--- src/rtl/clkop_pkg.sv ---
// Purpose: constants for the core clock output and pll strap block
// Assumes: 32-bit apb, 250 MHz system clock
// Notes:   multiply and divide fields of zero act as one
package clkop_pkg;
  localparam int          CLKOP_CLK_MHZ      = 250;
  localparam int          CLKOP_OUT_MAX_MHZ  = 100;
  // least half period that keeps the output usable, rounded up to cycles
  localparam int          CLKOP_MIN_HALF_CYC =
    (CLKOP_CLK_MHZ + 2 * CLKOP_OUT_MAX_MHZ - 1) / (2 * CLKOP_OUT_MAX_MHZ);
  localparam logic [7:0]  CLKOP_PLL_CTL_OFS  = 8'h00;
  localparam logic [7:0]  CLKOP_OP_MODE_OFS  = 8'h04;
  localparam logic [7:0]  CLKOP_STATUS_OFS   = 8'h08;
  localparam int          CLKOP_PEN_BIT      = 0;
  localparam int          CLKOP_MUL_LSB      = 4;
  localparam int          CLKOP_MUL_W        = 12;
  localparam int          CLKOP_DIV_LSB      = 16;
  localparam int          CLKOP_DIV_W        = 4;
  localparam int          CLKOP_ABE_BIT      = 0;
  localparam int          CLKOP_ST_NMI_BIT   = 0;
  localparam int          CLKOP_ST_USE_BIT   = 1;
  localparam int          CLKOP_ST_LVL_BIT   = 2;
  localparam int          CLKOP_ST_PEN_BIT   = 3;
  localparam int          CLKOP_ST_PER_LSB   = 16;
  localparam int          CLKOP_PER_W        = 16;
  localparam logic [11:0] CLKOP_MUL_RST      = 12'h001;
  localparam logic [3:0]  CLKOP_DIV_RST      = 4'h1;
  localparam int          CLKOP_SYNC_W       = 4;
endpackage

--- src/rtl/clkop_sync.sv ---
// Purpose: two-stage synchroniser for pin inputs
// Assumes: inputs are asynchronous to clk_i
// Notes:   the first stage feeds only the second
`timescale 1ns/1ps
module clkop_sync #(
  parameter int W = 1
) (
  input  wire logic         clk_i,
  input  wire logic         rstn_i,
  input  wire logic [W-1:0] d_i,
  input  wire logic [W-1:0] rst_val_i,
  output logic      [W-1:0] q_o
);
  logic [W-1:0] meta_q;
  genvar g;
  generate
    for (g = 0; g < W; g++) begin : g_bit
      always_ff @(posedge clk_i) begin
        meta_q[g] <= d_i[g];
        q_o[g]    <= meta_q[g];
      end
    end
  endgenerate
  // rstn_i and rst_val_i kept for a uniform port list; stages settle by themselves
  logic unused_w;
  assign unused_w = rstn_i ^ (|rst_val_i);
endmodule

--- src/rtl/clkop_top.sv ---
// Purpose: core clock output generation, pll strap capture, nmi edge request,
//          asynchronous arbitration mode, apb register access
// Assumes: clk_i is the core time base; pins are synchronised first
// Notes:   one wait state on every apb access
// Overview of operation
// - clock output phase-aligned to core clock ticks
// - unity pll factors keep output locked to crystal
// - pll off: output is half crystal rate
// - during reset strap sets pll on bit
// - falling nmi edge requests, aligned to output
// - async arbitration bit frees busy/grant from output
`timescale 1ns/1ps
module clkop_top
  import clkop_pkg::*;
(
  input  wire logic        clk_i,
  input  wire logic        rstn_i,
  input  wire logic        psel_i,
  input  wire logic        penable_i,
  input  wire logic        pwrite_i,
  input  wire logic [7:0]  paddr_i,
  input  wire logic [31:0] pwdata_i,
  output logic      [31:0] prdata_o,
  output logic             pready_o,
  output logic             pslverr_o,
  input  wire logic        crystal_clock_in_i,
  input  wire logic        pll_strap_in_i,
  input  wire logic        nmi_n_i,
  input  wire logic        bus_busy_n_i,
  input  wire logic        bus_grant_n_i,
  output logic             crystal_drive_out_o,
  output logic             core_clock_out_o,
  output logic             core_clock_usable_o,
  output logic             nmi_req_o,
  output logic             async_arbitration_on_o,
  output logic             bus_busy_seen_o,
  output logic             bus_grant_seen_o
);
  logic [CLKOP_SYNC_W-1:0] pin_s;
  logic                    crystal_drive_out_s;
  logic                    strap_s;
  logic                    nmi_s;
  logic                    bb_s;
  logic                    bg_s;
  logic                    crystal_drive_out_d1_q;
  logic                    nmi_d1_q;
  logic                    crystal_drive_out_rise;
  logic                    nmi_fall;
  logic                    pll_on_bit_q;
  logic [CLKOP_MUL_W-1:0]  pll_mul_q;
  logic [CLKOP_DIV_W-1:0]  pll_div_q;
  logic [CLKOP_MUL_W-1:0]  mul_eff;
  logic [CLKOP_DIV_W-1:0]  div_eff;
  logic                    async_arb_q;
  logic                    nmi_pend_q;
  logic [CLKOP_PER_W-1:0]  per_cnt_q;
  logic [CLKOP_PER_W-1:0]  period_q;
  logic [23:0]             acc_q;
  logic [23:0]             thresh;
  logic                    unity;
  logic                    nco_tick;
  logic                    core_rise;
  logic                    out_d;
  logic [23:0]             acc_d;
  logic [7:0]              div_nz;
  logic [CLKOP_PER_W-1:0]  half_cnt_q;
  logic                    wr_go;
  logic                    rd_go;
  logic                    acc_ok;

  clkop_sync #(
    .W(CLKOP_SYNC_W)
  ) u_sync (
    .clk_i     (clk_i),
    .rstn_i    (rstn_i),
    .d_i       ({bus_grant_n_i, bus_busy_n_i, nmi_n_i, crystal_clock_in_i}),
    .rst_val_i ({CLKOP_SYNC_W{1'b1}}),
    .q_o       (pin_s)
  );
  assign crystal_drive_out_s = pin_s[0];
  assign nmi_s  = pin_s[1];
  assign bb_s   = pin_s[2];
  assign bg_s   = pin_s[3];

  clkop_sync #(
    .W(1)
  ) u_strap (
    .clk_i     (clk_i),
    .rstn_i    (rstn_i),
    .d_i       (pll_strap_in_i),
    .rst_val_i (1'b0),
    .q_o       (strap_s)
  );

  function automatic logic [7:0] nz_one(input logic [7:0] v);
    nz_one = (v == 8'h00) ? 8'h01 : v;
  endfunction

  assign mul_eff   = (pll_mul_q == '0) ? CLKOP_MUL_RST : pll_mul_q;
  assign div_nz    = nz_one({4'h0, pll_div_q});
  assign div_eff   = div_nz[CLKOP_DIV_W-1:0];
  assign unity     = (mul_eff == 12'h001) && (div_eff == 4'h1);
  assign crystal_drive_out_rise = crystal_drive_out_s & ~crystal_drive_out_d1_q;
  assign nmi_fall  = ~nmi_s & nmi_d1_q;
  assign thresh    = 24'(period_q * div_eff);
  assign nco_tick  = (thresh != 24'h0) && (acc_q >= thresh);
  // any rise of the output, whichever mode produces it
  assign core_rise = rstn_i & out_d & ~core_clock_out_o;

  always_ff @(posedge clk_i) begin
    crystal_drive_out_d1_q           <= crystal_drive_out_s;
    nmi_d1_q            <= nmi_s;
    crystal_drive_out_o <= ~crystal_drive_out_s;
  end

  // crystal period in system clocks, refreshed at each crystal rise
  always_ff @(posedge clk_i) begin
    if (!rstn_i) begin
      per_cnt_q <= '0;
      period_q  <= '0;
    end else if (crystal_drive_out_rise) begin
      per_cnt_q <= 16'h0001;
      period_q  <= per_cnt_q;
    end else if (per_cnt_q != 16'hffff) begin
      per_cnt_q <= per_cnt_q + 16'h0001;
    end
  end

  // output clock generator; each toggle is one core half period
  always_comb begin
    acc_d = acc_q + 24'({mul_eff, 1'b0});
    out_d = core_clock_out_o;
    if (!pll_on_bit_q) begin
      acc_d = '0;
      if (crystal_drive_out_rise) begin
        out_d = ~core_clock_out_o;
      end
    end else if (unity && crystal_drive_out_rise) begin
      acc_d = '0;
      out_d = 1'b1;
    end else if (nco_tick) begin
      acc_d = acc_q - thresh + 24'({mul_eff, 1'b0});
      out_d = ~core_clock_out_o;
    end
  end

  always_ff @(posedge clk_i) begin
    if (!rstn_i) begin
      acc_q            <= '0;
      core_clock_out_o <= 1'b0;
    end else begin
      acc_q            <= acc_d;
      core_clock_out_o <= out_d;
    end
  end

  // usable only while every half period spans enough system clocks
  always_ff @(posedge clk_i) begin
    if (!rstn_i) begin
      half_cnt_q          <= '0;
      core_clock_usable_o <= 1'b0;
    end else if (out_d != core_clock_out_o) begin
      half_cnt_q          <= 16'h0001;
      core_clock_usable_o <= (half_cnt_q >= 16'(CLKOP_MIN_HALF_CYC));
    end else if (half_cnt_q != 16'hffff) begin
      half_cnt_q <= half_cnt_q + 16'h0001;
    end
  end

  // strap decides the pll enable while reset is held
  always_ff @(posedge clk_i) begin
    if (!rstn_i) begin
      pll_on_bit_q <= strap_s;
      pll_mul_q    <= CLKOP_MUL_RST;
      pll_div_q    <= CLKOP_DIV_RST;
    end else if (wr_go && paddr_i == CLKOP_PLL_CTL_OFS) begin
      pll_on_bit_q <= pwdata_i[CLKOP_PEN_BIT];
      pll_mul_q    <= pwdata_i[CLKOP_MUL_LSB +: CLKOP_MUL_W];
      pll_div_q    <= pwdata_i[CLKOP_DIV_LSB +: CLKOP_DIV_W];
    end
  end

  always_ff @(posedge clk_i) begin
    if (!rstn_i) begin
      async_arb_q <= 1'b0;
    end else if (wr_go && paddr_i == CLKOP_OP_MODE_OFS) begin
      async_arb_q <= pwdata_i[CLKOP_ABE_BIT];
    end
  end

  // nmi edge is held, then released on the next output rising edge
  always_ff @(posedge clk_i) begin
    if (!rstn_i) begin
      nmi_pend_q <= 1'b0;
      nmi_req_o  <= 1'b0;
    end else begin
      nmi_req_o <= 1'b0;
      if (nmi_fall) begin
        nmi_pend_q <= 1'b1;
      end else if (nmi_pend_q && core_rise) begin
        nmi_pend_q <= 1'b0;
        nmi_req_o  <= 1'b1;
      end
    end
  end

  // busy/grant sampled at output rises unless asynchronous arbitration is on
  always_ff @(posedge clk_i) begin
    if (!rstn_i) begin
      async_arbitration_on_o <= 1'b0;
      bus_busy_seen_o        <= 1'b0;
      bus_grant_seen_o       <= 1'b0;
    end else begin
      async_arbitration_on_o <= async_arb_q;
      if (async_arb_q || core_rise) begin
        bus_busy_seen_o  <= ~bb_s;
        bus_grant_seen_o <= ~bg_s;
      end
    end
  end

  assign wr_go  = psel_i & penable_i & pready_o & pwrite_i;
  assign rd_go  = psel_i & penable_i & ~pready_o & ~pwrite_i;
  assign acc_ok = (paddr_i == CLKOP_PLL_CTL_OFS) || (paddr_i == CLKOP_OP_MODE_OFS) ||
                  (paddr_i == CLKOP_STATUS_OFS);

  always_ff @(posedge clk_i) begin
    if (!rstn_i) begin
      pready_o  <= 1'b0;
      pslverr_o <= 1'b0;
      prdata_o  <= '0;
    end else begin
      pready_o  <= psel_i & penable_i & ~pready_o;
      pslverr_o <= psel_i & penable_i & ~pready_o & ~acc_ok;
      prdata_o  <= '0;
      if (rd_go) begin
        case (paddr_i)
          CLKOP_PLL_CTL_OFS: begin
            prdata_o[CLKOP_PEN_BIT]                  <= pll_on_bit_q;
            prdata_o[CLKOP_MUL_LSB +: CLKOP_MUL_W]   <= pll_mul_q;
            prdata_o[CLKOP_DIV_LSB +: CLKOP_DIV_W]   <= pll_div_q;
          end
          CLKOP_OP_MODE_OFS: begin
            prdata_o[CLKOP_ABE_BIT] <= async_arb_q;
          end
          CLKOP_STATUS_OFS: begin
            prdata_o[CLKOP_ST_NMI_BIT]                <= nmi_pend_q;
            prdata_o[CLKOP_ST_USE_BIT]                <= core_clock_usable_o;
            prdata_o[CLKOP_ST_LVL_BIT]                <= core_clock_out_o;
            prdata_o[CLKOP_ST_PEN_BIT]                <= pll_on_bit_q;
            prdata_o[CLKOP_ST_PER_LSB +: CLKOP_PER_W] <= period_q;
          end
          default: begin
            prdata_o <= '0;
          end
        endcase
      end
    end
  end
endmodule

--- config.mk ---
export PLATFORM = sky130hd
export DESIGN_NAME = clkop_top
export DESIGN_NICKNAME = d
export VERILOG_FILES = /design/src/rtl/clkop_pkg.sv /design/src/rtl/clkop_sync.sv /design/src/rtl/clkop_top.sv
export SDC_FILE = /design/constraint.sdc
export NUM_CORES = 1
export LEC_CHECK = 0
export BUFFER_PORTS_ARGS = -buffer_cell sky130_fd_sc_hd__buf_2
export CORE_MARGIN = 3
export CORE_UTILIZATION = 60
export CTS_CLUSTER_DIAMETER = 100
export CTS_CLUSTER_SIZE = 16
export DETAILED_ROUTE_END_ITERATION = 8
export PLACE_DENSITY_LB_ADDON = 0.08
export SETUP_SLACK_MARGIN = 0.05
export SLEW_MARGIN = 20
export SYNTH_ARGS = -nofsm -noshare
export SYNTH_HDL_FRONTEND = slang
export SYNTH_SLANG_ARGS = --single-unit
--- constraint.sdc ---
create_clock -name clk_i -period 8.1 [get_ports clk_i]
set_clock_uncertainty 0.1 [all_clocks]
set_input_delay 0.405 -clock clk_i [delete_from_list [all_inputs] [get_ports clk_i]]
set_output_delay 0.405 -clock clk_i [all_outputs]
set_load 0.01 [all_outputs]
==> results.cfg <==
[job]
cap_violations = 0

[worst_setup_path]
startpoint_type = flop
path_class = flop to flop
critPathLaunch = pll_div_q[3]
r2r-start = pll_div_q[3]
crit_arrival_ns = 6.76
required_ns = 8.33
worstPathMaxFanout = 19
cp-end-kind = flop

[die]
die_x_um = 134
initial_core_util_pct = 61.8
chipHeight_um = 134
io_pins = 91
fp-row-count = 46
core_area_um2 = 16000
die_area_um2 = 18000

[layout]
multiInputGateArea_um2 = 6470
diodes = 0
layout-drive-gt1-share_pct = 10.6
area_growth_pct = 11.8
fill_cells = 1353
final_util_pct = 69.0
seqCellArea_um2 = 2890
final_area_um2 = 11000
layout.nets = 1396
final_cells = 1443

[pwr]
vdd_drop_max_uv = 199
p_leak_nw = 4.99
power_density_nw_per_um2 = 159
power_mw = 1.76

[logic_synthesis]
synth.cell_area_um2 = 9880
synth_seq_cells = 144
yosys_warnings = 0
synth-main-ff-cell = dfxtp_1
ys_async_sr_fraction_pct = 0
yosysUniqueCellTypes = 69
synth_area_leaders = dfxtp_1 (29%), ha_1 (11%), fa_1 (9.1%), and2_1 (5.3%), nand2_1 (4.0%)
yosysMostFrequentCell = dfxtp_1
yosysTopAreaCellShare_pct = 29.0
syn_inst = 1157
synth_fp_nets = 1339
yosys-top-cells-count = dfxtp_1 (143), nand2_1 (106), inv_1 (93)
synth-seq-area-share_pct = 29.3
avgSynthCellArea_um2 = 8.54
synth_largest_area_cell = dfxtp_1
synth_edf_count = 1

[routing]
routedWlPerCell_um = 16.1
detail-route-antenna-nets = 0
drc = 0
drtIter0Drc = 428
totalWireLength_um = 23200
via_per_inst = 5.66
dr.pass1.iters = 5
via_count = 8170

[global_route]
overflow = 0
antenna_found_initial = 0
grt_usage_pct = 26.1
grt_max_degree = 35
first_global_vias = 7889
grt_pass1_wl_um = 38400

[clock_tree]
cts_hold_buffers = 5
cts_tree = yes
numCtsBuffers = 17
cts_root_buf = clkbuf_16
path_clk_slew_ns = 0.06
cts.sinks = 144
clk_latency_ns = 0.43
clockBufferDepth = 2
cts_resized = 0
cts_setup_buffers = 0
h-tree-depth = 4

[timing]
fmax_ghz = 0.153
fin_tns_setup_ns = 0
period_share_pct = 80.6
finalCriticalPeriod_ns = 6.53
rsz0062_at_grt = false
final_max_slew_viol_count = 0
slew_headroom_pct = 31.6
finalSetupViolCount = 0
hold_viol = 0
hold-worst-slack_ns = 0.100
worstMarginPinSlew_ns = 1.02
fin_ws_ns = 1.57

[worst_hold_path]
hp-start = pwdata_i[4]
min-delay-path-class = input port to flop

[place]
dp_hpwl_um = 17500
gp_congestion = 0.910
placed_cells = 1406
numPortBuffers = 75
post_dp_cell_area_um2 = 10400
place_ws_ns = 1.56

[outcome]
outcome = finished, final reports clean
worst max-delay path, stage by stage (launching register included):
cell      delay (ns)
dfxtp_1         0.70
nor3_1          0.13
or2_1           0.41
and2_1          0.25
fa_1            0.46
ha_1            0.32
a211oi_1        0.40
o211ai_1        0.19
a31oi_1         0.22
xor2_1          0.27
inv_1           0.10
fa_1            0.51
inv_1           0.04
ha_1            0.33
a21oi_1         0.28
o21ai_0         0.17
a211oi_1        0.67
o211ai_1        0.25
a21oi_1         0.19
o21bai_1        0.09
xnor2_1         0.13
o31ai_1         0.21
cells in the final DEF, fill, tap and decap left out, types with 3 or more instances in the layout:
cell,instances
o21ai_1,7
ha_1,87
and3_1,17
a21oi_1,59
nand3_1,37
o21ai_0,39
a211oi_1,13
and4_1,3
xor2_1,30
a31oi_1,6
mux2i_1,21
o211ai_1,13
dlygate4sd3_1,5
nor3_1,26
xnor2_1,37
o21a_1,10
o31a_1,3
nor2_1,81
clkbuf_16,17
and2_1,84
nand4_1,24
dfxtp_1,143
a22o_1,5
inv_1,93
fa_1,45
nor2b_1,5
inv_6,5
buf_4,5
nor4_1,13
nand2b_1,13
buf_2,75
nand2_1,106
a221oi_1,3
o31ai_1,13
a41oi_1,3
a21o_1,12
a21boi_0,4
o211a_1,7
or3_1,7
final timing paths:
| kind | endpoint | slack [ns] | depth (start not counted) |
|---|---|---|---|
| setup / recovery | acc_q[22] | 1.57 | 21 |
| hold / removal | pll_mul_q[0] | 0.10 | 3 |
| setup reg to reg | acc_q[22] | 1.57 | 21 |
| hold reg to reg | u_sync.q_o[3] | 0.23 | 0 |
final cells by class:
cell class,instances,area share [%]
Clock buffer,20,4.13
Tap cell,216,2.45
Timing Repair Buffer,85,4.19
Clock inverter,12,1.31
Multi-Input combinational cell,872,58.5
Sequential cell,144,26.2
Inverter,94,3.19
registers in the layout, indices dropped and copies added, names as in the netlist, 4 cells and up:
name,cells
acc_q,24
half_cnt_q,16
per_cnt_q,16
period_q,16
pll_div_q,4
pll_mul_q,12
prdata_o,32
u_sync.meta_q,4
u_sync.q_o,4
where the power goes:
part | leakage (nW) | switching, mW | total (mW) | internal [mW]
combinational | 3.52 | 0.137 | 0.223 | 0.0862
clock | 0.300 | 0.321 | 0.799 | 0.478
sequential | 1.17 | 0.0124 | 0.734 | 0.721
total | 4.99 | 0.471 | 1.76 | 1.29
metal layers:
layer / routed length [µm] / GRT usage, %
met5: 0 / 0
met4: 792 / 9.56
met3: 743 / 4.31
met2: 11200 / 43.7
met1: 10500 / 34.2
kinds of logic (layout without fill, tap and decap cells):
kind of cell	Yosys count	after routing	share of synthesized area [%]
AOI/OAI and AO/OA	220	220	14.9
xor gates and xnor gates	67	67	5.94
adders and majority gates	132	132	20.1
buffers and inverters	141	211	5.52
DFF	144	144	29.3
muxes	22	22	2.24
and+or+nand+nor	431	431	22.0
(Power assumes the default switching activity.)
